File: config.mk
export PLATFORM = sky130hd
export DESIGN_NAME = plcms_top
export DESIGN_NICKNAME = d
export VERILOG_FILES = /design/src/hw/plcms_pkg.sv /design/src/hw/plcms_sel_decode.sv /design/src/hw/plcms_top.sv
export SDC_FILE = /design/constraint.sdc
export NUM_CORES = 1
export LEC_CHECK = 0
export ABC_AREA = 1
export BUFFER_PORTS_ARGS = -buffer_cell sky130_fd_sc_hd__buf_4
export CORE_MARGIN = 1.5
export CORE_UTILIZATION = 30
export CTS_BUF_LIST = sky130_fd_sc_hd__clkbuf_8
export DETAILED_ROUTE_END_ITERATION = 10
export PLACE_DENSITY = 0.76
export SYNTH_ARGS = -nofsm -noshare
export SYNTH_HDL_FRONTEND = slang
export SYNTH_HIERARCHICAL = 1
export SYNTH_SLANG_ARGS = --single-unit
File: constraint.sdc
create_clock -name clock -period 1.3 [get_ports clock]
set_clock_uncertainty 0.2 [all_clocks]
set_input_delay 0.13 -clock clock [delete_from_list [all_inputs] [get_ports clock]]
set_output_delay 0.13 -clock clock [all_outputs]
set_load 0.02 [all_outputs]
File: src/hw/plcms_pkg.sv
package plcms_pkg;
    localparam int NUM_INPUTS = 7;
    localparam int FUNC_W = 8;
    localparam logic [7:0] FUNC_SEL_LOW = 8'h33;
    localparam logic [7:0] FUNC_SEL_HIGH = 8'h34;
    localparam logic [1:0] KEY_DISABLED = 2'h1;
    localparam logic [1:0] KEY_RUN = 2'h2;
    localparam logic [1:0] KEY_STOP = 2'h3;
    localparam int OUT_RELAY_BIT = 0;
    localparam int OUT_DO1_BIT = 3;
    localparam int OUT_DO2_BIT = 4;
    localparam int PROG_OUT_W = 16;
    localparam int PROG_IN_W = 16;
    localparam int AO_OWN_BIT = 0;
    typedef enum logic [1:0] {
        PLCMS_DISABLED,
        PLCMS_RUN,
        PLCMS_STOP
    } plcms_mode_type;
endpackage

File: src/hw/plcms_sel_decode.sv
`timescale 1ns/1ps
`default_nettype none
// finds terminals configured as mode-select bits and samples their level
module plcms_sel_decode #(
    parameter int N = plcms_pkg::NUM_INPUTS
) (
    input wire logic [N*plcms_pkg::FUNC_W-1:0] func_codes,
    input wire logic [N-1:0] levels,
    output logic any_low,
    output logic any_high,
    output logic low_on,
    output logic high_on
);
    // or-reduce over terminals carrying each select function
    always_comb begin
        any_low = 1'b0;
        any_high = 1'b0;
        low_on = 1'b0;
        high_on = 1'b0;
        for (int i = 0; i < N; i++) begin
            if (func_codes[i*plcms_pkg::FUNC_W +: plcms_pkg::FUNC_W] ==
                plcms_pkg::FUNC_SEL_LOW) begin
                any_low = 1'b1;
                low_on = low_on | levels[i];
            end
            if (func_codes[i*plcms_pkg::FUNC_W +: plcms_pkg::FUNC_W] ==
                plcms_pkg::FUNC_SEL_HIGH) begin
                any_high = 1'b1;
                high_on = high_on | levels[i];
            end
        end
    end
endmodule
`default_nettype wire

File: src/hw/plcms_top.sv
`timescale 1ns/1ps
`default_nettype none
module plcms_top #(
    parameter int N = plcms_pkg::NUM_INPUTS
) (
    input wire logic clock,
    input wire logic sys_rst,
    input wire logic [N-1:0] multifunction_inputs,
    input wire logic [N*plcms_pkg::FUNC_W-1:0] input_func_codes,
    input wire logic [1:0] keypad_choice,
    input wire logic keypad_enter,
    input wire logic serial_start,
    input wire logic serial_stop,
    input wire logic transfer_busy,
    input wire logic [plcms_pkg::PROG_IN_W-1:0] prog_in_used,
    input wire logic [plcms_pkg::PROG_IN_W-1:0] prog_in_write,
    input wire logic [plcms_pkg::PROG_OUT_W-1:0] prog_out_used,
    input wire logic [plcms_pkg::PROG_OUT_W-1:0] prog_out_value,
    input wire logic prog_ao_used,
    input wire logic [15:0] prog_ao_value,
    input wire logic normal_relay,
    input wire logic normal_do1,
    input wire logic normal_do2,
    input wire logic [15:0] normal_ao_value,
    output logic [1:0] ctrl_mode,
    output logic ctrl_mode_disabled,
    output logic ctrl_mode_run,
    output logic ctrl_mode_stop,
    output logic prog_start,
    output logic prog_stop,
    output logic [N-1:0] prog_inputs,
    output logic [N-1:0] mi_function_enable,
    output logic relay_contacts,
    output logic digital_output_one,
    output logic digital_output_two,
    output logic [15:0] analog_output_terminal,
    output logic [15:0] input_ownership_monitor,
    output logic [15:0] output_ownership_monitor,
    output logic [15:0] analog_ownership_monitor
);
    initial begin
        if (N < 1 || N > plcms_pkg::PROG_IN_W) begin
            $error("plcms_top: input count out of range");
        end
    end

    // two-stage synchroniser for the terminal pins
    logic [N-1:0] pin_meta;
    logic [N-1:0] pin_sync;
    always_ff @(posedge clock) begin
        if (sys_rst) begin
            pin_meta <= '0;
            pin_sync <= '0;
        end else begin
            pin_meta <= multifunction_inputs;
            pin_sync <= pin_meta;
        end
    end

    logic any_low;
    logic any_high;
    logic low_on;
    logic high_on;
    plcms_sel_decode #(.N(N)) u_dec (
        .func_codes(input_func_codes),
        .levels(pin_sync),
        .any_low(any_low),
        .any_high(any_high),
        .low_on(low_on),
        .high_on(high_on)
    );

    // mode selection: transfer, then terminals, then keypad
    plcms_pkg::plcms_mode_type mode;
    plcms_pkg::plcms_mode_type next_mode;
    logic key_run_evt;
    logic key_stop_evt;
    always_comb begin
        next_mode = mode;
        key_run_evt = 1'b0;
        key_stop_evt = 1'b0;
        if (transfer_busy) begin
            next_mode = plcms_pkg::PLCMS_DISABLED;
        end else if (any_low || any_high) begin
            unique case ({high_on, low_on})
                2'h0: next_mode = plcms_pkg::PLCMS_DISABLED;
                2'h1: next_mode = plcms_pkg::PLCMS_RUN;
                2'h2: next_mode = plcms_pkg::PLCMS_STOP;
                2'h3: next_mode = mode;
            endcase
        end else if (keypad_enter) begin
            case (keypad_choice)
                plcms_pkg::KEY_DISABLED: next_mode = plcms_pkg::PLCMS_DISABLED;
                plcms_pkg::KEY_RUN: begin
                    next_mode = plcms_pkg::PLCMS_RUN;
                    key_run_evt = 1'b1;
                end
                plcms_pkg::KEY_STOP: begin
                    next_mode = plcms_pkg::PLCMS_STOP;
                    key_stop_evt = 1'b1;
                end
                default: next_mode = mode;
            endcase
        end
    end

    // mode register and decoded mode flags
    always_ff @(posedge clock) begin
        if (sys_rst) begin
            mode <= plcms_pkg::PLCMS_DISABLED;
            ctrl_mode <= 2'h0;
            ctrl_mode_disabled <= 1'b1;
            ctrl_mode_run <= 1'b0;
            ctrl_mode_stop <= 1'b0;
        end else begin
            mode <= next_mode;
            ctrl_mode <= next_mode;
            ctrl_mode_disabled <= next_mode == plcms_pkg::PLCMS_DISABLED;
            ctrl_mode_run <= next_mode == plcms_pkg::PLCMS_RUN;
            ctrl_mode_stop <= next_mode == plcms_pkg::PLCMS_STOP;
        end
    end

    // one-cycle start/stop events from keypad or serial link
    logic active_mode;
    assign active_mode = (mode != plcms_pkg::PLCMS_DISABLED) && !transfer_busy;
    always_ff @(posedge clock) begin
        if (sys_rst) begin
            prog_start <= 1'b0;
            prog_stop <= 1'b0;
        end else begin
            prog_start <= key_run_evt || (active_mode && serial_start);
            prog_stop <= key_stop_evt || (active_mode && serial_stop);
        end
    end

    // input terminal ownership and values seen by the program
    logic [N-1:0] in_owned;
    assign in_owned = prog_in_used[N-1:0] | prog_in_write[N-1:0];
    always_ff @(posedge clock) begin
        if (sys_rst) begin
            prog_inputs <= '0;
            mi_function_enable <= '1;
        end else begin
            prog_inputs <= pin_sync;
            mi_function_enable <= active_mode ? ~in_owned : '1;
        end
    end

    // output steering between program and normal functions
    logic run_or_stop;
    assign run_or_stop = mode != plcms_pkg::PLCMS_DISABLED;
    always_ff @(posedge clock) begin
        if (sys_rst) begin
            relay_contacts <= 1'b0;
            digital_output_one <= 1'b0;
            digital_output_two <= 1'b0;
        end else begin
            relay_contacts <= (run_or_stop && prog_out_used[plcms_pkg::OUT_RELAY_BIT])
                ? prog_out_value[plcms_pkg::OUT_RELAY_BIT] : normal_relay;
            digital_output_one <= (run_or_stop && prog_out_used[plcms_pkg::OUT_DO1_BIT])
                ? prog_out_value[plcms_pkg::OUT_DO1_BIT] : normal_do1;
            digital_output_two <= (run_or_stop && prog_out_used[plcms_pkg::OUT_DO2_BIT])
                ? prog_out_value[plcms_pkg::OUT_DO2_BIT] : normal_do2;
        end
    end

    // analog output handover
    logic ao_owned;
    assign ao_owned = run_or_stop && prog_ao_used;
    always_ff @(posedge clock) begin
        if (sys_rst) begin
            analog_output_terminal <= 16'h0000;
        end else begin
            analog_output_terminal <= ao_owned ? prog_ao_value : normal_ao_value;
        end
    end

    // ownership monitors
    logic [15:0] in_mon;
    logic [15:0] out_mon;
    always_comb begin
        in_mon = 16'h0000;
        in_mon[N-1:0] = run_or_stop ? in_owned : '0;
        out_mon = 16'h0000;
        out_mon[0] = run_or_stop && prog_out_used[plcms_pkg::OUT_RELAY_BIT];
        out_mon[1] = run_or_stop && prog_out_used[plcms_pkg::OUT_DO1_BIT];
        out_mon[2] = run_or_stop && prog_out_used[plcms_pkg::OUT_DO2_BIT];
    end
    always_ff @(posedge clock) begin
        if (sys_rst) begin
            input_ownership_monitor <= 16'h0000;
            output_ownership_monitor <= 16'h0000;
            analog_ownership_monitor <= 16'h0000;
        end else begin
            input_ownership_monitor <= in_mon;
            output_ownership_monitor <= out_mon;
            analog_ownership_monitor <= {15'h0000, ao_owned};
        end
    end

    // checks
    a_transfer_disables: assert property (@(posedge clock) disable iff (sys_rst)
        transfer_busy |=> ctrl_mode_disabled) else $error("mode not disabled in transfer");
    a_terms_run: assert property (@(posedge clock) disable iff (sys_rst)
        (!transfer_busy && (any_low || any_high) && low_on && !high_on) |=> ctrl_mode_run)
        else $error("terminal run not taken");
    a_terms_stop: assert property (@(posedge clock) disable iff (sys_rst)
        (!transfer_busy && (any_low || any_high) && !low_on && high_on) |=> ctrl_mode_stop)
        else $error("terminal stop not taken");
    a_terms_hold: assert property (@(posedge clock) disable iff (sys_rst)
        (!transfer_busy && low_on && high_on) |=> $stable(ctrl_mode))
        else $error("both on did not hold");
    a_keypad_ignored: assert property (@(posedge clock) disable iff (sys_rst)
        (!transfer_busy && (any_low || any_high) && !serial_start && !serial_stop)
        |=> !prog_start && !prog_stop)
        else $error("keypad event while terminals own mode");
    a_start_single: assert property (@(posedge clock) disable iff (sys_rst)
        (keypad_enter && keypad_choice == plcms_pkg::KEY_RUN && !transfer_busy
         && !any_low && !any_high) |=> prog_start) else $error("no start pulse");
    a_stop_single: assert property (@(posedge clock) disable iff (sys_rst)
        (keypad_enter && keypad_choice == plcms_pkg::KEY_STOP && !transfer_busy
         && !any_low && !any_high) |=> prog_stop) else $error("no stop pulse");
    a_relay_follows: assert property (@(posedge clock) disable iff (sys_rst)
        (run_or_stop && prog_out_used[0]) |=> relay_contacts == $past(prog_out_value[0]))
        else $error("relay not driven by program");
    a_ao_monitor: assert property (@(posedge clock) disable iff (sys_rst)
        ##1 analog_ownership_monitor[0] == $past(ao_owned))
        else $error("analog monitor wrong");
    c_keypad_run: cover property (@(posedge clock) ctrl_mode_run && prog_start);
    c_terms_stop: cover property (@(posedge clock) any_high && ctrl_mode_stop);
    c_transfer: cover property (@(posedge clock) transfer_busy ##1 ctrl_mode_disabled);
    c_ao_owned: cover property (@(posedge clock) analog_ownership_monitor[0]);
endmodule
`default_nettype wire

# --- Word level (Yosys, flattened, before mapping) ---
# Cells that the tools add are included.
word_totals:
  register_bits: 102
  out_inout_bits: 88
  wordCells: 119
  in_bits: 171
classes:
  n_reduce_logical: 16
  bitwise_logic: 16
  n_eq_ne: 22
  mux: 45
op_table:
  columns: ["op", "count"]
  rows:
  - ["equality test 8 x 6 -> 1 bit (second input constant)", 14]
  - ["two-way mux 1 bit", 39]
  - ["two-way mux 16 bit", 1]
  - ["OR 1 bit", 12]
  - ["equality test 2 bit (second input constant)", 5]
  - ["one-hot mux 2 bit (4 select lines)", 1]
  - ["logical AND 1 bit", 7]
  - ["inverter 7 bit", 1]
  - ["OR 7 bit", 1]
  - ["equality test 2 x 1 -> 1 bit (second input constant)", 3]
  - ["two-way mux 2 bit", 3]
  - ["one-hot mux 2 bit (3 select lines)", 1]
  - ["logical NOT 2 bit", 2]
  - ["OR reduction 2 bit", 2]
  - ["logical OR 1 bit", 3]
  - ["inverter 1 bit", 2]
  - ["nonzero test 2 bit", 1]
  - ["logical NOT 1 bit", 1]

# --- Longest topological paths before layout ---
logic_depth:
  word_depth: 19
  mapped_depth: 14
  ltp_nobuf: 14

# --- Cells and area by module ---
# The synthesis kept the hierarchy.
by_module_without_submodules:
  columns: ["module", "cells_per_inst", "n_inst", "area_each_um2", "seq_area_each_um2"]
  rows:
  - ["plcms_top", 294, 1, 2408.6, 1301.2]
  - ["plcms_sel_decode", 155, 1, 614.3, 0.0]

# --- Worst setup path before layout ---
# No wires, ideal clock.
synth_path:
  path_type: "input -> register"
  start: "in input_func_codes[22] (netlist name)"
  end: "reg prog_stop"
  t_arrival_ns: 1.119
  setup_ns: 0.070
  required_ns: 1.030
  slack_ns: -0.089
  n_path_buf: 0
  stages: 11
  path_cell_list: "inv_1 nand2_1 nor2_2 nand2_1 nand2_1 nor2_1 nand2_1 nor2_1 nand2_1 or2_2 a21oi_1"
synth_between:
  elab_chain_cells: 10
  word_cells_on_any_way: 16
  classes_between: "2 x eq/ne; 12 x mux; 2 x reduce/logical"
synth_lines:
  columns: ["item", "line", "rtl"]
  rows:
  - ["from (decl)", "plcms_top.sv:9", "input wire logic [N*plcms_pkg::FUNC_W-1:0] input_func_codes,"]
  - ["equality test 8 x 6 -> 1 bit", "plcms_sel_decode.sv:26", "if (func_codes[i*plcms_pkg::FUNC_W +: plcms_pkg::FUNC_W] =="]
  - ["two-way mux 1 bit (5 in a row)", "plcms_sel_decode.sv:26", null]
  - ["named net any_high", "plcms_top.sv:61", "logic any_high;"]
  - ["logical OR 1 bit", "plcms_top.sv:84", "end else if (any_low || any_high) begin"]
  - ["two-way mux 1 bit", "plcms_top.sv:84", null]
  - ["two-way mux 1 bit", "plcms_top.sv:82", "if (transfer_busy) begin"]
  - ["logical OR 1 bit", "plcms_top.sv:133", "prog_stop <= key_stop_evt || (active_mode && serial_stop);"]
  - ["to (signal assigned)", "plcms_top.sv:133", null]
  - ["to (decl)", "plcms_top.sv:30", "output logic prog_stop,"]
# The timed path passes the listed nets, and every way through them passes these cells.
# A chain may end at the register's enable or synchronous reset.

# --- Worst setup path after layout ---
layout_path:
  start: "reg pin_sync[5]"
  end: "reg ctrl_mode_disabled"
layout_between:
  elab_chain_cells: 9
  word_cells_on_any_way: 16
  classes_between: "3 x eq/ne; 7 x mux; 4 x bitwise; 2 x reduce/logical"
layout_lines:
  columns: ["item", "line", "rtl"]
  rows:
  - ["from (decl)", "plcms_top.sv:49", "logic [N-1:0] pin_sync;"]
  - ["from (signal assigned)", "plcms_top.sv:56", "pin_sync <= pin_meta;"]
  - ["OR 1 bit *", "plcms_sel_decode.sv:29", "high_on = high_on | levels[i];"]
  - ["two-way mux 1 bit *", "plcms_sel_decode.sv:26", null]
  - ["OR 1 bit", "plcms_sel_decode.sv:29", null]
  - ["two-way mux 1 bit *", "plcms_sel_decode.sv:26", null]
  - ["named net high_on", "plcms_top.sv:63", "logic high_on;"]
  - ["equality test 2 bit, or another cell as far along", "plcms_top.sv:85", "unique case ({high_on, low_on})"]
  - ["one-hot mux 2 bit (4 select lines) *", "plcms_top.sv:85", null]
  - ["two-way mux 2 bit *", "plcms_top.sv:84", null]
  - ["two-way mux 2 bit *", "plcms_top.sv:82", null]
  - ["logical NOT 2 bit *", "plcms_top.sv:118", "ctrl_mode_disabled <= next_mode == plcms_pkg::PLCMS_DISABLED;"]
  - ["to (signal assigned)", "plcms_top.sv:118", null]
  - ["to (decl)", "plcms_top.sv:26", "output logic ctrl_mode_disabled,"]
# The timed path passes the listed nets; every way through them passes the cells marked *.

==> results.md <==
- Run status: complete, but fails checks
- Violations in the final reports: setup timing
- WP data arrival: about 1.4 ns
- FF+latch count, synth: 65
- Clock slew at reported path FFs: approximately 0.080 ns
- Total clock buffers created by CTS: 9
- Peak Freq: just over 0.7 GHz
- Power Dens Cells: 933.8 mW/mm^2
- Detailed router's first-iteration violation count: 55
- HPWL after detailed placement: 6603 um
- Total stage count of the critical path: 10
- Worst-path cell with the longest stage delay: sky130_fd_sc_hd__dfxtp_4
- Origin of the worst setup path: pin_sync[5]
- Sum of negative setup slack: -0.1872 ns
- FF-to-FF setup slack: -0.07 ns
- Detailed route wirelength on metal2: around 5600 um
- Die extent in y: 103.4 um
- Buffer levels on the longest clock path: 2
- Area used by multi-input combinational logic: roughly 0.0014 mm^2
- Number of failing setup endpoints in the final timing report: 4
- Average detailed-routed wire length per instance: roughly 12 um
- Part of the cycle the worst path needs: 105.7%
- GRT overflow: 0
- Post-synthesis average cell area: 6.733 um^2
- Total buffers and inverters traversed by the critical path: 0
- Count of endpoints failing hold in the final timing report: 0
- Max stage delay on crit path: 0.36 ns
- Synth unique cells: 24
- CTS tree: yes
- CP max FO: 3
- Netlist area before placement: 0.003023 mm^2
- Ordered list of cells on the worst path: nand3_2 > nand2_2 > nor2_4 > nand2_2 > nand2_1 > nand3_1 > nand2_2 > nand2_2 > nand2_1 > nand2_1
- Root cell of the clock tree: sky130_fd_sc_hd__clkbuf_8
- Critical path's most frequent cell: sky130_fd_sc_hd__nand2_2
- Sequential element share of the synthesized area: 43.05%
- Pin count of the biggest net entering global routing: 29
- Vias post-DR: around 3500
- Worst min-delay path class: in2reg
- Final-stage net count: between 800 and 900
- Synthesis-to-finish area growth: 79.80%
- Share of cells above drive strength 1: between 30% and 40%
- IR Drop Worst-Case VDD: 0.7856 mV
- Minimum clock period after layout: 1.374 ns
- Placeable core area: about 0.0098 mm^2
- Worst reg2reg path depth: 10
- Number of top-level pins: 259
- Std-Cell Rows: 36
- Kind of end point of the critical path: register
- Worst hold slack across all endpoints: between 0.02 and 0.03 ns
- Endpoint of the worst-slack reg-to-reg timing path: ctrl_mode_disabled
- Uppermost signal routing layer after detailed routing: met4
- # clock sinks: 65
- Footprint of the flip-flops and latches: 0.001318 mm^2
- Smallest setup slack after layout: -0.07387 ns
- Metal-1 WL: 3548 um
- RePlAce Congestion: 0.8064
- Remaining number of nets flagged by the antenna check after routing: 0
- Critical path's top delay family: simple AND/OR/NAND/NOR gates
- Total global-route track usage: 17.34%
- Number of diodes: 0
- Leak Pwr: 0.002847 uW
- First-pass GRT wire length: 14350 um
- Max-cap violations: 0
- Slew Limit Fails: 0
- Clock insertion delay at the later pin of the skew report: 0.33 ns
- Worst r2r src: pin_sync[5]
- Wire length after detailed routing: 10050 um
- Vias per inst: 4.166
- Number of global-route vias before repair: around 3400
- CP Launch Type: register
- CTS H-tree lvls: 3
- Area enclosed by the die boundary: 0.01069 mm^2
- Area leader, netlist: sky130_fd_sc_hd__dfxtp_1
- Syn Inst Count: approximately 450
- Initial Utilization: between 30 and 40%
- Synth warnings: 6
- Chip width: 103.4 um
- Leading post-synthesis cells by cell area: sky130_fd_sc_hd__dfxtp_1 (43%), sky130_fd_sc_hd__nor2_1 (13%), sky130_fd_sc_hd__nand2_1 (12%), sky130_fd_sc_hd__inv_1 (9.3%), sky130_fd_sc_hd__buf_4 (9.2%)
- Setup repair after global routing missed its margin: true
- Required time reported for the critical path endpoint: 1.32 ns
- Detailed-routing iteration count for the pre-antenna-repair pass: 4
- Port Buffer Count: 177
- Top-area cell type share of the netlist area: about 43%
- Post-route DRC: 0
- Layout fillers: 886
- Endpoint of the most critical setup path: ctrl_mode_disabled
- Classification of the worst setup path: reg2reg
- Antenna violations before repair: 0
- DR WL met3: 619 um
routing by layer:
metal	track usage, %	vias up
met5	0	-
met4	7.380	0
met3	4.772	30
met2	33.48	146
met1	17.25	1578
li1	-	1754
sequential cells by signal (all words and copies together) (netlist names):
| name | cells |
|---|---|
| mode | 2 |
| ctrl_mode_disabled | 1 |
| prog_inputs | 7 |
| input_ownership_monitor | 7 |
| analog_output_terminal | 16 |
| pin_sync | 7 |
| output_ownership_monitor | 3 |
| digital_output_one | 1 |
| pin_meta | 7 |
| relay_contacts | 1 |
| digital_output_two | 1 |
| ctrl_mode_stop | 1 |
| ctrl_mode_run | 1 |
| prog_stop | 1 |
| prog_start | 1 |
| analog_ownership_monitor | 1 |
| mi_function_enable | 7 |
cell usage after synthesis:
library cell                n
sky130_fd_sc_hd__nor2_4     1
sky130_fd_sc_hd__conb_1     1
sky130_fd_sc_hd__buf_4     37
sky130_fd_sc_hd__and3_1     2
sky130_fd_sc_hd__a21oi_1    5
sky130_fd_sc_hd__or2_1      1
sky130_fd_sc_hd__or2_2      1
sky130_fd_sc_hd__nand2_8    1
sky130_fd_sc_hd__nor2_1   105
sky130_fd_sc_hd__inv_2      2
sky130_fd_sc_hd__buf_6      1
sky130_fd_sc_hd__buf_8      1
sky130_fd_sc_hd__nor2_2     4
sky130_fd_sc_hd__nand3_1   25
sky130_fd_sc_hd__nand2_1   95
sky130_fd_sc_hd__buf_1      3
sky130_fd_sc_hd__buf_2      3
sky130_fd_sc_hd__o21ai_0    9
sky130_fd_sc_hd__o21ai_1    9
sky130_fd_sc_hd__dfxtp_1   65
sky130_fd_sc_hd__inv_6      1
sky130_fd_sc_hd__inv_8      1
sky130_fd_sc_hd__inv_1     75
sky130_fd_sc_hd__nand2_2    1
worst register-to-register path, delay by kind of cell (launching register included):
| kind | cells | cell delay, ns |
|---|---|---|
| and+or+nand+nor | 10 | 0.73 |
| DFF | 1 | 0.36 |
worst min path at each step:
| stage | startpoint | to | slack [ns] | depth (start not counted) |
|---|---|---|---|---|
| after floorplan | multifunction_inputs[0] | pin_meta[0] | 0.04 | 2 |
| after global placement | multifunction_inputs[5] | pin_meta[5] | 0.14 | 3 |
| after detailed placement | multifunction_inputs[1] | pin_meta[1] | 0.14 | 3 |
| after CTS | sys_rst | output_ownership_monitor[0] | 0.004 | 4 |
| after global routing | transfer_busy | mi_function_enable[5] | 0.04 | 4 |
| final | transfer_busy | mi_function_enable[6] | 0.03 | 4 |
stage by stage:
| stage | worst slack (ns) | instance area, um^2 | cells | total power (uW) | utilization, % |
|---|---|---|---|---|---|
| after floorplan | -0.02103 | 3168 | 485 | 2649 | - |
| after global placement | -0.2577 | 4370 | 755 | 3010 | 44.71 |
| after detailed placement | -0.3045 | 4370 | 755 | 3031 | 44.71 |
| after CTS | -0.07534 | 5328 | 841 | 5093 | 54.51 |
| after global routing | -0.2006 | 5435 | 842 | 5313 | 55.61 |
| final | -0.07387 | 5435 | 842 | 5075 | 55.61 |
placed cells by master (no fill, tap or decap), types with 4 or more instances in the layout:
| cell | n |
|---|---|
| sky130_fd_sc_hd__inv_2 | 4 |
| sky130_fd_sc_hd__inv_1 | 73 |
| sky130_fd_sc_hd__dlygate4sd3_1 | 67 |
| sky130_fd_sc_hd__dfxtp_1 | 56 |
| sky130_fd_sc_hd__nor2_4 | 4 |
| sky130_fd_sc_hd__o21ai_1 | 9 |
| sky130_fd_sc_hd__clkbuf_8 | 9 |
| sky130_fd_sc_hd__nand2_2 | 13 |
| sky130_fd_sc_hd__nand2_1 | 83 |
| sky130_fd_sc_hd__nand3_1 | 15 |
| sky130_fd_sc_hd__o21ai_0 | 9 |
| sky130_fd_sc_hd__nor2_2 | 13 |
| sky130_fd_sc_hd__nand3_2 | 10 |
| sky130_fd_sc_hd__buf_4 | 184 |
| sky130_fd_sc_hd__nor2_1 | 93 |
| sky130_fd_sc_hd__a21oi_1 | 4 |
| sky130_fd_sc_hd__dfxtp_2 | 7 |
| sky130_fd_sc_hd__conb_1 | 37 |
area by class of cell:
| cell class | count | area share (%) |
|---|---|---|
| Sequential cell | 65 | 24.24 |
| Clock inverter | 7 | 1.750 |
| Multi-Input combinational cell | 298 | 25.23 |
| Clock buffer | 9 | 2.279 |
| Tap cell | 133 | 3.062 |
| Inverter | 79 | 5.686 |
| Timing Repair Buffer | 251 | 37.75 |
repair_timing:
item | CTS | global route
gates resized for setup | 13 | 34
hold endpoints to repair | 51 | 0
gates cloned | 1 | 1
buffers inserted | 2 | 0
setup endpoints to repair | 6 | 20
pin swaps | 18 | 16
hold buffers | 67 | 0
report_power, final:
group	internal [uW]	total (uW)	leakage [uW]	switching (uW)
Clock	1080	1870	0.000109	794
Combinational	558	1090	0.00220	534
Sequential	2080	2110	0.000538	33.8
logic make-up (layout without fill, tap and decap cells):
group	after synthesis	in the layout	synth area share, %
simple gates	236	238	31.87
buf+inv	124	346	21.15
flops	65	65	43.05
compound gates	23	23	3.808
other cells	1	37	0.1241
(Power assumes the default switching activity.)
